## src/hdl/drc_consts.svh

```systemverilog
// Purpose: Offsets, field positions, reset values and counts of the dynamics block
// Assumes: Level and threshold codes share one scale, 0.375 dB a step, FFh = 0 dBFS
// Notes: Definitions only
`ifndef DRC_CONSTS_SVH
`define DRC_CONSTS_SVH
`define ADDR_CTL 8'h25
`define ADDR_MUG 8'h26
`define ADDR_CTH 8'h27
`define ADDR_CRAT 8'h28
`define ADDR_CATK_LO 8'h29
`define ADDR_CATK_HI 8'h2A
`define REG_RST 8'h00
`define CTL_PEAK 4
`define CTL_WIN 3
`define CTL_EXP_EN 2
`define CTL_LIM_EN 1
`define CTL_COMP_EN 0
`define LEN_LONG 10'h200
`define LEN_SHORT 10'h040
`define SHIFT_LONG 4'h9
`define SHIFT_SHORT 4'h6
`define LOG_OFFSET 10'h071
`define RAT_1P5 5'h01
`define RAT_MAX 5'h14
`define INV_1P5 9'h0AB
`define INV_ONE 9'h100
`define ATT_MAX 11'h3FF
`define COEFF_ONE 44'h1_0000
`define MANT_FRAC 8'h0E
`endif

```

## src/hdl/drc_pkg.sv

```systemverilog
// Purpose: Types shared by the dynamics block
// Assumes: Nothing beyond the constants header
// Notes: Regions double as the last non-linear state
package drc_pkg;
  typedef enum logic [1:0] {REG_LINEAR, REG_COMP, REG_EXP} region_t;
  typedef enum logic [1:0] {ST_COLLECT, ST_MEASURE, ST_DECIDE} blk_state_t;
  typedef struct packed {
    logic wr;
    logic rd;
    logic [7:0] addr;
    logic [7:0] wdata;
  } reg_req_t;
  typedef struct packed {
    logic [7:0] exp_th;
    logic [2:0] exp_ratio;
    logic [15:0] comp_release;
    logic [15:0] exp_attack;
    logic [15:0] exp_release;
    logic [7:0] lim_th;
    logic [7:0] lim_target;
  } ext_param_t;
endpackage

```

## src/hdl/gain_apply.sv

```systemverilog
// Purpose: Apply a dB gain to one sample with saturation
// Assumes: net_db in 0.375 dB steps, 16 steps an octave
// Notes: One cycle from in_valid to out_valid
`timescale 1ns/100ps
`include "drc_consts.svh"
module gain_apply
  import drc_pkg::*;
(
  input wire logic core_clk,
  input wire logic reset_n,
  input wire logic in_valid,
  input wire logic signed [23:0] in_sample,
  input wire logic signed [11:0] net_db,
  output logic out_valid,
  output logic signed [23:0] out_sample
);
  // Fraction of an octave as 2^(f/16), Q14
  function automatic logic [15:0] mant(input logic [3:0] f);
    case (f)
      4'h0: return 16'h4000;
      4'h1: return 16'h42D5;
      4'h2: return 16'h45CB;
      4'h3: return 16'h48E2;
      4'h4: return 16'h4C1C;
      4'h5: return 16'h4F7B;
      4'h6: return 16'h52FF;
      4'h7: return 16'h56AC;
      4'h8: return 16'h5A82;
      4'h9: return 16'h5E84;
      4'hA: return 16'h62B3;
      4'hB: return 16'h6712;
      4'hC: return 16'h6BA2;
      4'hD: return 16'h7066;
      4'hE: return 16'h7560;
      default: return 16'h7A93;
    endcase
  endfunction

  logic signed [7:0] oct;
  logic signed [47:0] prod;
  logic signed [47:0] scaled;
  logic ovf_hi;
  logic ovf_lo;

  assign oct = 8'(net_db >>> 4);
  assign prod = 48'(in_sample) * 48'($signed({1'b0, mant(net_db[3:0])}));
  // Wide product keeps the top octaves of make-up gain exact before clipping
  assign scaled = (oct >= 0) ? ((prod <<< oct) >>> `MANT_FRAC) : (prod >>> 8'(`MANT_FRAC - oct));
  assign ovf_hi = scaled > 48'sh7F_FFFF;
  assign ovf_lo = scaled < -48'sh80_0000;

  always_ff @(posedge core_clk or negedge reset_n)
  begin
    if (!reset_n)
    begin
      out_valid <= 1'b0;
      out_sample <= 24'h00_0000;
    end
    else
    begin
      out_valid <= in_valid;
      if (in_valid)
        out_sample <= ovf_hi ? 24'h7F_FFFF : ovf_lo ? 24'h80_0000 : scaled[23:0];
    end
  end
endmodule

```

## src/hdl/dynamic_range_controller.sv

```systemverilog
// Purpose: Block level detector, gain calculator and gain smoother for audio
// Assumes: Samples arrive on in_valid at the sample rate, far below core_clk
// Notes: Limiter and expander settings come in on ext_param
`timescale 1ns/100ps
`include "drc_consts.svh"
// How it works
// - Detector measures each sample block, giving peak or average level
// - New target gain computed once per detection block
// - Between expander and compressor thresholds target gain is unity
// - Above compressor threshold attenuation is (1-1/ratio)(level-threshold)
// - Below expander threshold attenuation is (ratio-1)(threshold-level)
// - Compression: falling gain uses compressor attack, rising uses release
// - Expansion: falling gain uses expander attack, rising uses release
// - Linear: return to unity via compressor release or expander attack
// - Applied gain is coeff times last plus one-minus-coeff times target
// - Control bit 4 picks peak (1) or average (0) detection
// - Control bit 3 picks 64 (1) or 512 (0) sample window
// - Control bits 2,1,0 enable expander, limiter, compressor; reset off
// - Make-up gain 0 to 46.5 dB in 1.5 dB steps
// - Threshold code FFh is 0 dB, 0.375 dB less per step
// - Ratio code 01h is 1.5:1, 02h-14h are 2:1-20:1, rest reserved
// - Attack constant is 16 bits over two byte registers, reset zero
// - Output is clipped to never exceed 0 dB full scale
// - Overflowing gain multiply saturates to the largest or most negative representable value
module dynamic_range_controller
  import drc_pkg::*;
(
  input wire logic core_clk,
  input wire logic reset_n,
  input wire reg_req_t reg_req,
  output logic [7:0] reg_rdata,
  input wire ext_param_t ext_param,
  input wire logic in_valid,
  input wire logic signed [23:0] in_sample,
  output logic out_valid,
  output logic signed [23:0] out_sample,
  output logic block_done
);
  // Level in 0.375 dB steps: 16 steps an octave, full scale maps to FFh
  function automatic logic [7:0] level_code(input logic [23:0] m);
    logic [4:0] p;
    logic [23:0] sh;
    logic [9:0] lv;
    p = 5'h00;
    sh = 24'h00_0000;
    lv = 10'h000;
    for (int i = 0; i < 24; i++)
      if (m[i])
        p = 5'(i);
    sh = m << (5'h17 - p);
    lv = {1'b0, p, sh[22:19]};
    if (m == 24'h00_0000 || lv < `LOG_OFFSET)
      return 8'h00;
    return 8'(lv - `LOG_OFFSET);
  endfunction

  // Returns 1/ratio in Q8; reserved codes act as 1:1
  function automatic logic [8:0] comp_inv(input logic [4:0] r);
    if (r == `RAT_1P5)
      return `INV_1P5;
    if (r >= 5'h02 && r <= `RAT_MAX)
      return 9'(16'h0100 / {11'h000, r});
    return `INV_ONE;
  endfunction

  logic [4:0] ctl_q;
  logic [4:0] mug_q;
  logic [7:0] cth_q;
  logic [4:0] crat_q;
  logic [15:0] catk_q;
  logic [9:0] cnt_q;
  logic [32:0] sum_q;
  logic [23:0] peak_q;
  logic [23:0] snap_avg_q;
  logic [23:0] snap_peak_q;
  logic [7:0] level_q;
  logic [9:0] target_q;
  logic [15:0] coeff_q;
  logic [25:0] g_q;
  blk_state_t st_q;
  region_t last_nl_q;
  region_t region_d;
  logic [23:0] mag;
  logic [23:0] peak_d;
  logic [32:0] sum_d;
  logic [9:0] blk_len;
  logic [3:0] blk_shift;
  logic last;
  logic any_en;
  logic [8:0] over;
  logic [8:0] under;
  logic [16:0] cprod;
  logic [10:0] eprod;
  logic [2:0] exp_fac;
  logic [10:0] lim_att;
  logic [10:0] att_raw;
  logic [9:0] att_new;
  logic [15:0] coeff_d;
  logic [43:0] acc;
  logic [10:0] att_round;
  logic [9:0] att_int;
  logic signed [11:0] net_db;

  assign any_en = ctl_q[`CTL_EXP_EN] | ctl_q[`CTL_LIM_EN] | ctl_q[`CTL_COMP_EN];

  always_ff @(posedge core_clk or negedge reset_n)
  begin
    if (!reset_n)
    begin
      ctl_q <= 5'h00;
      mug_q <= 5'h00;
      cth_q <= `REG_RST;
      crat_q <= 5'h00;
      catk_q <= 16'h0000;
    end
    else if (reg_req.wr)
    begin
      case (reg_req.addr)
        `ADDR_CTL: ctl_q <= reg_req.wdata[4:0];
        `ADDR_MUG: mug_q <= reg_req.wdata[4:0];
        `ADDR_CTH: cth_q <= reg_req.wdata;
        `ADDR_CRAT: crat_q <= reg_req.wdata[4:0];
        `ADDR_CATK_LO: catk_q[7:0] <= reg_req.wdata;
        `ADDR_CATK_HI: catk_q[15:8] <= reg_req.wdata;
        default: ;
      endcase
    end
  end

  always_ff @(posedge core_clk or negedge reset_n)
  begin
    if (!reset_n)
      reg_rdata <= 8'h00;
    else if (reg_req.rd)
    begin
      case (reg_req.addr)
        `ADDR_CTL: reg_rdata <= {3'h0, ctl_q};
        `ADDR_MUG: reg_rdata <= {3'h0, mug_q};
        `ADDR_CTH: reg_rdata <= cth_q;
        `ADDR_CRAT: reg_rdata <= {3'h0, crat_q};
        `ADDR_CATK_LO: reg_rdata <= catk_q[7:0];
        `ADDR_CATK_HI: reg_rdata <= catk_q[15:8];
        default: reg_rdata <= 8'h00;
      endcase
    end
  end

  assign blk_len = ctl_q[`CTL_WIN] ? `LEN_SHORT : `LEN_LONG;
  assign blk_shift = ctl_q[`CTL_WIN] ? `SHIFT_SHORT : `SHIFT_LONG;
  assign mag = in_sample[23] ? 24'(-in_sample) : 24'(in_sample);
  assign peak_d = (mag > peak_q) ? mag : peak_q;
  assign sum_d = sum_q + 33'(mag);
  // Compare with >= so a window shortened mid-block still closes
  assign last = in_valid && (cnt_q >= blk_len - 10'h001);

  // block accumulation, restarts without losing a sample
  always_ff @(posedge core_clk or negedge reset_n)
  begin
    if (!reset_n)
    begin
      cnt_q <= 10'h000;
      sum_q <= 33'h0_0000_0000;
      peak_q <= 24'h00_0000;
      snap_avg_q <= 24'h00_0000;
      snap_peak_q <= 24'h00_0000;
    end
    else if (last)
    begin
      cnt_q <= 10'h000;
      sum_q <= 33'h0_0000_0000;
      peak_q <= 24'h00_0000;
      snap_avg_q <= 24'(sum_d >> blk_shift);
      snap_peak_q <= peak_d;
    end
    else if (in_valid)
    begin
      cnt_q <= cnt_q + 10'h001;
      sum_q <= sum_d;
      peak_q <= peak_d;
    end
  end

  always_ff @(posedge core_clk or negedge reset_n)
  begin
    if (!reset_n)
      st_q <= ST_COLLECT;
    else
    begin
      case (st_q)
        ST_COLLECT: st_q <= last ? ST_MEASURE : ST_COLLECT;
        ST_MEASURE: st_q <= ST_DECIDE;
        ST_DECIDE: st_q <= ST_COLLECT;
        default: st_q <= ST_COLLECT;
      endcase
    end
  end

  always_ff @(posedge core_clk or negedge reset_n)
  begin
    if (!reset_n)
      level_q <= 8'h00;
    else if (st_q == ST_MEASURE)
      level_q <= level_code(ctl_q[`CTL_PEAK] ? snap_peak_q : snap_avg_q);
  end

  always_comb
  begin
    over = {1'b0, level_q} - {1'b0, cth_q};
    under = {1'b0, ext_param.exp_th} - {1'b0, level_q};
    cprod = {9'h000, over[7:0]} * {8'h00, 9'h100 - comp_inv(crat_q)};
    // expander ratio 2..7, lower codes reserved
    exp_fac = (ext_param.exp_ratio >= 3'h2) ? ext_param.exp_ratio - 3'h1 : 3'h0;
    eprod = {3'h0, under[7:0]} * {8'h00, exp_fac};
    lim_att = 11'h000;
    if (ctl_q[`CTL_LIM_EN] && level_q > ext_param.lim_th && level_q > ext_param.lim_target)
      lim_att = {3'h0, level_q - ext_param.lim_target};
    if (ctl_q[`CTL_COMP_EN] && level_q > cth_q)
      region_d = REG_COMP;
    else if (ctl_q[`CTL_EXP_EN] && level_q < ext_param.exp_th)
      region_d = REG_EXP;
    else
      region_d = REG_LINEAR;
    case (region_d)
      REG_COMP: att_raw = {2'h0, cprod[16:8]};
      REG_EXP: att_raw = eprod;
      default: att_raw = 11'h000;
    endcase
    if (lim_att > att_raw)
      att_raw = lim_att;
    att_new = (att_raw > `ATT_MAX) ? 10'(`ATT_MAX) : att_raw[9:0];
    // coefficient choice, more attenuation means lower gain
    case (region_d)
      REG_COMP: coeff_d = (att_new > target_q) ? catk_q : ext_param.comp_release;
      REG_EXP: coeff_d = (att_new > target_q) ? ext_param.exp_attack : ext_param.exp_release;
      default: coeff_d = (last_nl_q == REG_EXP) ? ext_param.exp_attack : ext_param.comp_release;
    endcase
    if (!any_en)
      coeff_d = 16'h0000;
  end

  always_ff @(posedge core_clk or negedge reset_n)
  begin
    if (!reset_n)
    begin
      target_q <= 10'h000;
      coeff_q <= 16'h0000;
      last_nl_q <= REG_LINEAR;
    end
    else if (st_q == ST_DECIDE || !any_en)
    begin
      target_q <= att_new;
      coeff_q <= coeff_d;
      if (region_d != REG_LINEAR)
        last_nl_q <= region_d;
    end
  end

  // tracking filter on attenuation, one step per sample
  assign acc = 44'(coeff_q) * 44'(g_q) + (`COEFF_ONE - 44'(coeff_q)) * 44'({target_q, 16'h0000});

  always_ff @(posedge core_clk or negedge reset_n)
  begin
    if (!reset_n)
      g_q <= 26'h000_0000;
    else if (!any_en)
      g_q <= 26'h000_0000;
    else if (in_valid)
      g_q <= acc[41:16];
  end

  assign att_round = {1'b0, g_q[25:16]} + {10'h000, g_q[15]};
  assign att_int = (att_round > `ATT_MAX) ? 10'(`ATT_MAX) : att_round[9:0];
  // make-up is four 0.375 dB steps per code
  assign net_db = $signed({5'h00, mug_q, 2'h0}) - $signed({2'h0, att_int});

  gain_apply u_gain (
    .core_clk(core_clk),
    .reset_n(reset_n),
    .in_valid(in_valid),
    .in_sample(in_sample),
    .net_db(net_db),
    .out_valid(out_valid),
    .out_sample(out_sample)
  );

  always_ff @(posedge core_clk or negedge reset_n)
  begin
    if (!reset_n)
      block_done <= 1'b0;
    else
      block_done <= (st_q == ST_DECIDE);
  end
endmodule

```

## config.mk

```make
export PLATFORM = sky130hd
export DESIGN_NAME = dynamic_range_controller
export DESIGN_NICKNAME = d
export VERILOG_FILES = /design/src/hdl/drc_pkg.sv /design/src/hdl/gain_apply.sv /design/src/hdl/dynamic_range_controller.sv
export VERILOG_INCLUDE_DIRS = /design/src /design/src/hdl
export SDC_FILE = /design/constraint.sdc
export NUM_CORES = 2
export LEC_CHECK = 0
export BUFFER_PORTS_ARGS = -buffer_cell sky130_fd_sc_hd__buf_2
export CAP_MARGIN = 20
export CELL_PAD_IN_SITES_DETAIL_PLACEMENT = 0
export CELL_PAD_IN_SITES_GLOBAL_PLACEMENT = 1
export CORE_UTILIZATION = 30
export DETAILED_ROUTE_END_ITERATION = 16
export GPL_TIMING_DRIVEN = 1
export PLACE_DENSITY = 0.58
export SYNTH_ARGS = -nofsm -noshare
export SYNTH_HDL_FRONTEND = slang
export SYNTH_SLANG_ARGS = --single-unit
```

## constraint.sdc

```tcl
create_clock -name core_clk -period 59.8 [get_ports core_clk]
set_clock_uncertainty 0.05 [all_clocks]
set_input_delay 11.96 -clock core_clk [delete_from_list [all_inputs] [get_ports core_clk]]
set_output_delay 11.96 -clock core_clk [all_outputs]
set_load 0.1 [all_outputs]
```

* Word level (Yosys, flattened, before mapping)
Memories as Yosys holds them, arrays and structs flattened. Index checks and enable logic that the tools add are counted.
Storage, ports and cells: register bits 252, bits in read-only memories 224, input port bits 120, output and inout bits 34, logic and storage cells 167, memories 1
Memory list:
- (name not given) | words 16, bits a word 14, rd ports 1, clocked after memory_dff 0, write ports 0, RTL line gain_apply.sv:19 | case (f)
Cells by class: add/subtract/negate cells 16, multipliers 5, divide/modulo/power cells 1, order comparisons 17, equal/unequal tests 13, shift-type cells 4, mux-type cells 67, bitwise gates (word level) 2, reduce and logical (&&, ||, !) cells 20
Operator list (number):
- two-way mux 24 bit | 7
- two-way mux 5 bit | 23
- two-way mux 33 bit | 2
- two-way mux 16 bit | 4
- two-way mux 26 bit | 2
- two-way mux 10 bit | 5
- == test 8 x 6 -> 1 bit (second input constant) | 6
- greater-than comparator 48 x 24 -> 1 bit (second input constant) | 1
- less-than comparator 48 x 24 -> 1 bit (second input constant) | 1
- two-way mux 48 bit | 1
- one-hot mux 8 bit (6 select lines) | 1
- <<< shifter 41 x 8 -> 48 bit | 1
- >>> shifter 41 x 8 -> 48 bit | 1
- multiplier 44 x 10 -> 26 bit | 1
- adder 42 bit | 1
- multiplier 16 x 26 -> 42 bit | 1
- multiplier 24 x 17 -> 41 bit | 1
- two-way mux 9 bit | 4
- adder 33 x 24 -> 33 bit | 1
- >> shifter 33 x 4 -> 24 bit | 1
- one-hot mux 16 bit (2 select lines) | 1
- greater-than comparator 24 bit | 1
- greater-than comparator 8 bit | 3
- zero test 24 bit | 1
- other kinds (45) | 74

* Logic depth before layout (Yosys ltp)
depth after elaboration 32, gate-level depth with buffers 191, depth with buffers taken out 181

* By module
From an unflattened synthesis, not the netlist that was laid out.
Unflattened totals: cells, all modules 8081, area total of the unflattened synthesis 65482.8 um^2
By module, submodules not included:
- dynamic_range_controller | instances 1, cells each 5091, area each 42748.5 um^2, sequential area each 5680.4 um^2
- gain_apply | instances 1, cells each 2990, area each 22734.3 um^2, sequential area each 625.6 um^2

* Least setup slack after synthesis
OpenSTA, ideal clock, no wires.
kind register to register, start register crat_q[0], end register coeff_q[15], library setup time 136 ps, data arrival time 33321 ps, data required time 59614 ps, path slack 26293 ps, cell stages (with the launch flop) 184, buffers on the path 11, period minus slack after synthesis 33507 ps, path through dfrtp_1 buf_4 clkbuf_1 nor2_1 clkbuf_1 a22oi_1 nor2_1 ha_1 nor2_1 a21oi_1 a211oi_1 inv_1 ha_1 and3b_1 a2bb2oi_1 nand3_1 a31oi_1 ha_1 (+148 left out) o221ai_1 inv_1 o221ai_4 buf_6 mux2i_1 nand2_1 ha_1 a21o_1 a21o_1 a21oi_1 nor2_1 o21ai_0 clkbuf_1 buf_1 mux2i_1 o22ai_1 nor3_1 nor3_1
Between the ends: cells in the longest elaborated chain, start to end 17, elaborated cells between the ends (all ways) 23, those cells by class add/sub: 1; mul: 1; div: 1; order compare: 5; eq/ne: 1; mux: 13; reduce/logical: 1
RTL lines:
- start: declaration | RTL line dynamic_range_controller.sv:69 | logic [4:0] crat_q;
- start signal: assignment | RTL line dynamic_range_controller.sv:122 | `ADDR_CRAT: crat_q <= reg_req.wdata[4:0];
- branches (longest 5 deep; another with divider 9 x 5 -> 16 bit)
- two-way mux 9 bit (*) | RTL line dynamic_range_controller.sv:61 | if (r >= 5'h02 && r <= `RAT_MAX)
- subtractor 9 bit (*) | RTL line dynamic_range_controller.sv:210 | cprod = {9'h000, over[7:0]} * {8'h00, 9'h100 - comp_inv(crat_q)};
- multiplier 8 x 9 -> 17 bit (*) | RTL line dynamic_range_controller.sv:210
- one-hot mux 11 bit (2 select lines) (*) | RTL line dynamic_range_controller.sv:223 | case (region_d)
- greater-than comparator 11 bit | RTL line dynamic_range_controller.sv:228 | if (lim_att > att_raw)
- two-way mux 11 bit (*) | RTL line dynamic_range_controller.sv:228
- greater-than comparator 11 x 10 -> 1 bit (no source line)
- two-way mux 10 bit (*) | RTL line dynamic_range_controller.sv:230 | att_new = (att_raw > `ATT_MAX) ? 10'(`ATT_MAX) : att_raw[9:0];
- net att_new[3] | RTL line dynamic_range_controller.sv:97 | logic [9:0] att_new;
- greater-than comparator 10 bit (*) | RTL line dynamic_range_controller.sv:233, dynamic_range_controller.sv:234
- two-way mux 16 bit (on tied branches) | RTL line dynamic_range_controller.sv:234, dynamic_range_controller.sv:233
- one-hot mux 16 bit (2 select lines) (*) | RTL line dynamic_range_controller.sv:232 | case (region_d)
- two-way mux 16 bit (*) | RTL line dynamic_range_controller.sv:237 | if (!any_en)
- end signal: assignment | RTL line dynamic_range_controller.sv:252 | coeff_q <= coeff_d;
- end: declaration | RTL line dynamic_range_controller.sv:78 | logic [15:0] coeff_q;
Mark *: on every way through the listed nets, which the timed path passes. The select of a mux whose other input is x is not followed. A chain may end at the register's enable or synchronous reset.

* Final worst setup path
start register crat_q[1], end register coeff_q[7]
Same word-level chain as after synthesis.

==> key figures <==
Floorplanning
  • Die area: 206000 sq um
  • Die Ht: roughly 450 microns
  • Io pins: between 150 and 200
  • Die Wd: around 450 microns
  • Core ar.: between 200000 and 250000 sq um
  • # rows: between 150 and 200
  • Initial Utilization: roughly 30%

STA
  • FMAX: between 20 and 30 MHz
  • Unrepaired setup endpoints after global routing: no
  • Post-route worst setup slack: between 15 and 20 ns
  • Slew Viols, Final: 0
  • Final hold vios: 0
  • Crit path time final: around 40 ns
  • Tcrit/Tclk final: roughly two thirds
  • Slew of the pin with the lowest slew margin: 1.11 ns
  • Setup violators final: 0
  • Setup TNS: 0 ns
  • Hold slack: approximately 0.39 ns
  • Rel. slew slack: about a quarter

Final layout
  • Layout fillers: approximately 22000
  • Register area: between 6000 and 7000 sq um
  • Area growth syn-to-layout: 8.37%
  • Final #Nets: between 8000 and 9000
  • Fraction of layout cells with a size suffix above 1: roughly 7.4%
  • Design Area, Final: 66300 sq um
  • Area of the multi-input gates: 48900 sq um

Synth
  • Top-area cell type share of the netlist area: between 20% and 30%
  • Netlist Area Pre-Place: 61100 sq um
  • Synthesized area per cell: 8.15 sq um
  • Register area share after synthesis: between 10% and 20%
  • Post-synth EDFFs: 0
  • Synth warn: 0
  • Multiplexer share of the synthesized area: under 10%
  • Library cells used by synthesis: approximately 110
  • Synth Area in Compound Gates: around 15%
  • Largest family of logic cells by synthesized area: adder cells
  • Synth Net Count: between 8000 and 9000
  • FF+latch count, synth: approximately 250
  • Synthesized-area fraction occupied by and/or/nand/nor cells: ~18%
  • Post-Synth Adder-Cell Area: between 30% and 40%
  • Post-synthesis xor/xnor area fraction: under 10%
  • Synth Instances: 7497
  • Largest area contributor in the synthesized netlist: fa_1
  • Post-synth ARST share: 100%
  • Largest cells by area after synthesis: fa_1 29%, dfrtp_1 10%, ha_1 10%, inv_1 7.6%, nand2_1 6.4%
  • Top_reg_cell synth: dfrtp_1

Clocking
  • CTS Buf Count: 34
  • Post-CTS Setup Bufs: 0
  • Clk sink count: between 200 and 300
  • CTS tree: done
  • Htree depth: 2
  • CTS clk-pin slew, worst paths: 0.07 ns
  • CTS Hold Bufs: 0
  • Cts repair resizes: 0
  • CTS root buf: clkbuf_16
  • Worst-skew pair later-pin latency: about 0.6 ns
  • Worst-case clock buffer depth: 3

Critical path
  • Crit-path slowest cell: a21boi_1
  • CP Class: flop to flop
  • Max stage delay on crit path: 0.81 ns
  • Critical Path RT: ~60 ns
  • Worst Path Arrival: 40.36 ns
  • Critical Path Start Type: flop
  • Crit Path Max Fanout: 30
  • Flop2flop setup slack: around 20 ns
  • Crit end category: flop

Worst hold path
  • Hold Crit Class: flop to flop

Detailed routing
  • 1st-pass router iterations: 6
  • Wire length per cell: between 20 and 25 microns
  • Drt total wl: ~210000 microns
  • Vias/cell: between 5 and 6
  • Detail Route Antenna Nets: 0
  • Initial drt markers: slightly below 3000
  • Vias: 51300
  • # DRC: 0

GRT
  • Largest net degree at the start of global routing: 100
  • First-pass GRT wire length: approximately 330000 microns
  • All-Layer GR Usage: 20.2%
  • GRT overflow: 0
  • Initial antenna violation count: 14
  • Vias in the first global route: 55000

Placement
  • Port bufs: about 150
  • Pre-CTS setup slack: approximately 20 ns
  • Detailed placement HPWL: ~160000 microns
  • Post-DP Area: ~65000 sq um
  • GP Congestion: roughly 0.88

Status
  • Outcome: finished, final reports clean

Run
  • Max_cap viols: 0
[layout by cell type, fill, tap and decap left out, types with 117 or more instances in the layout]
cell     netlist  layout
nor3_1       119     117
xnor2_1      175     166
buf_2          7     153
inv_1       1242    1241
nand2_1     1045    1044
buf_4          2     125
mux2i_1      140     140
fa_1         879     879
dfrtp_1      252     249
ha_1         494     493
and2_1       305     305
o21ai_0      287     284
a21oi_1      339     337
nor2_1       486     485
[path summary, 6_finish.rpt]
path	start	endpoint	cells after the start
setup reg to reg	crat_q[1]	coeff_q[7]	175
min in group asynchronous	reset_n	catk_q[6]	1
hold reg to reg	st_q[0]	st_q[0]	1
setup / recovery	crat_q[1]	coeff_q[7]	175
hold / removal	st_q[0]	st_q[0]	1
max in group asynchronous	reset_n	u_gain.out_sample[9]	3
[cell families (layout without fill, tap and decap cells)]
kind of cell	Yosys count	count (layout)
simple gates	2424	2424
buf+inv	1617	1588
fa+ha+maj	1373	1373
compound gates	1359	1359
flops	252	252
xor+xnor	242	242
mux	229	229
other cells	1	11
[state kept, by name, indices dropped and copies added (netlist names), 5 cells and up]
| register | cells |
|---|---|
| snap_peak_q | 24 |
| coeff_q | 16 |
| level_q | 8 |
| catk_q | 16 |
| peak_q | 24 |
| reg_rdata | 8 |
| crat_q | 5 |
| cth_q | 8 |
| u_gain.out_sample | 24 |
| g_q | 26 |
| target_q | 10 |
| sum_q | 33 |
| ctl_q | 5 |
| mug_q | 5 |
| snap_avg_q | 24 |
| cnt_q | 10 |
[metrics by stage]
| step | util (%) | std cells |
|---|---|---|
| 3_5_place_dp | 32.1 | 10100 |
| 2_1_floorplan | - | 7497 |
| 3_3_place_gp | 32.1 | 10100 |
| 6_report | 32.7 | 10200 |
| 5_1_grt | 32.7 | 10100 |
| 4_1_cts | 32.7 | 10100 |
[layout make-up]
type / count / share of cell area (%)
Sequential cell: 252 / 9.52
Antenna cell: 10 / 0.0378
Timing Repair Buffer: 281 / 2.62
Clock inverter: 19 / 0.491
Tap cell: 2672 / 5.05
Inverter: 1246 / 7.06
Clock buffer: 42 / 1.41
Multi-Input combinational cell: 5628 / 73.8
[worst max-delay path: cells and delay by family (launching register included)]
kind | cells | cell delay, ns
buffers and inverters | 11 | 1.75
AO/OA/AOI/OAI | 79 | 16.38
AND/OR/NAND/NOR | 56 | 10.89
adder cells (fa/ha/maj) | 23 | 8.11
flip-flops | 1 | 0.65
multiplexers | 6 | 1.85
[synth_stat cells (42+ instances only)]
library cell and count:
xor2_1 65, a31oi_1 47, mux2_2 72, o211ai_1 42, a211oi_1 58, mux2i_1 140, o21ai_0 287, inv_1 1242
nor2b_1 72, nor2_1 486, nand3_1 89, and2_1 305, a21oi_1 339, o21bai_1 55, nand2b_1 62, nand2_1 1045
clkbuf_1 313, dfrtp_1 252, ha_1 494, nor3_1 119, o22ai_1 89, a21o_1 95, buf_1 43, xnor2_1 175
o21a_1 59, fa_1 879
[metal layers]
| layer | vias to the layer above | track usage (%) | part of all wire (%) |
|---|---|---|---|
| li1 | 24300 | - | - |
| met1 | 26000 | 24.8 | 42 |
| met2 | 888 | 37.7 | 52 |
| met3 | 225 | 1.12 | 2.8 |
| met4 | 6 | 5.71 | 2.9 |
| met5 | - | 0 | 0.019 |
Power is left out: the tool's default activity adds up to more than one toggle a clock period on the data nets, which glitch-free logic cannot reach.
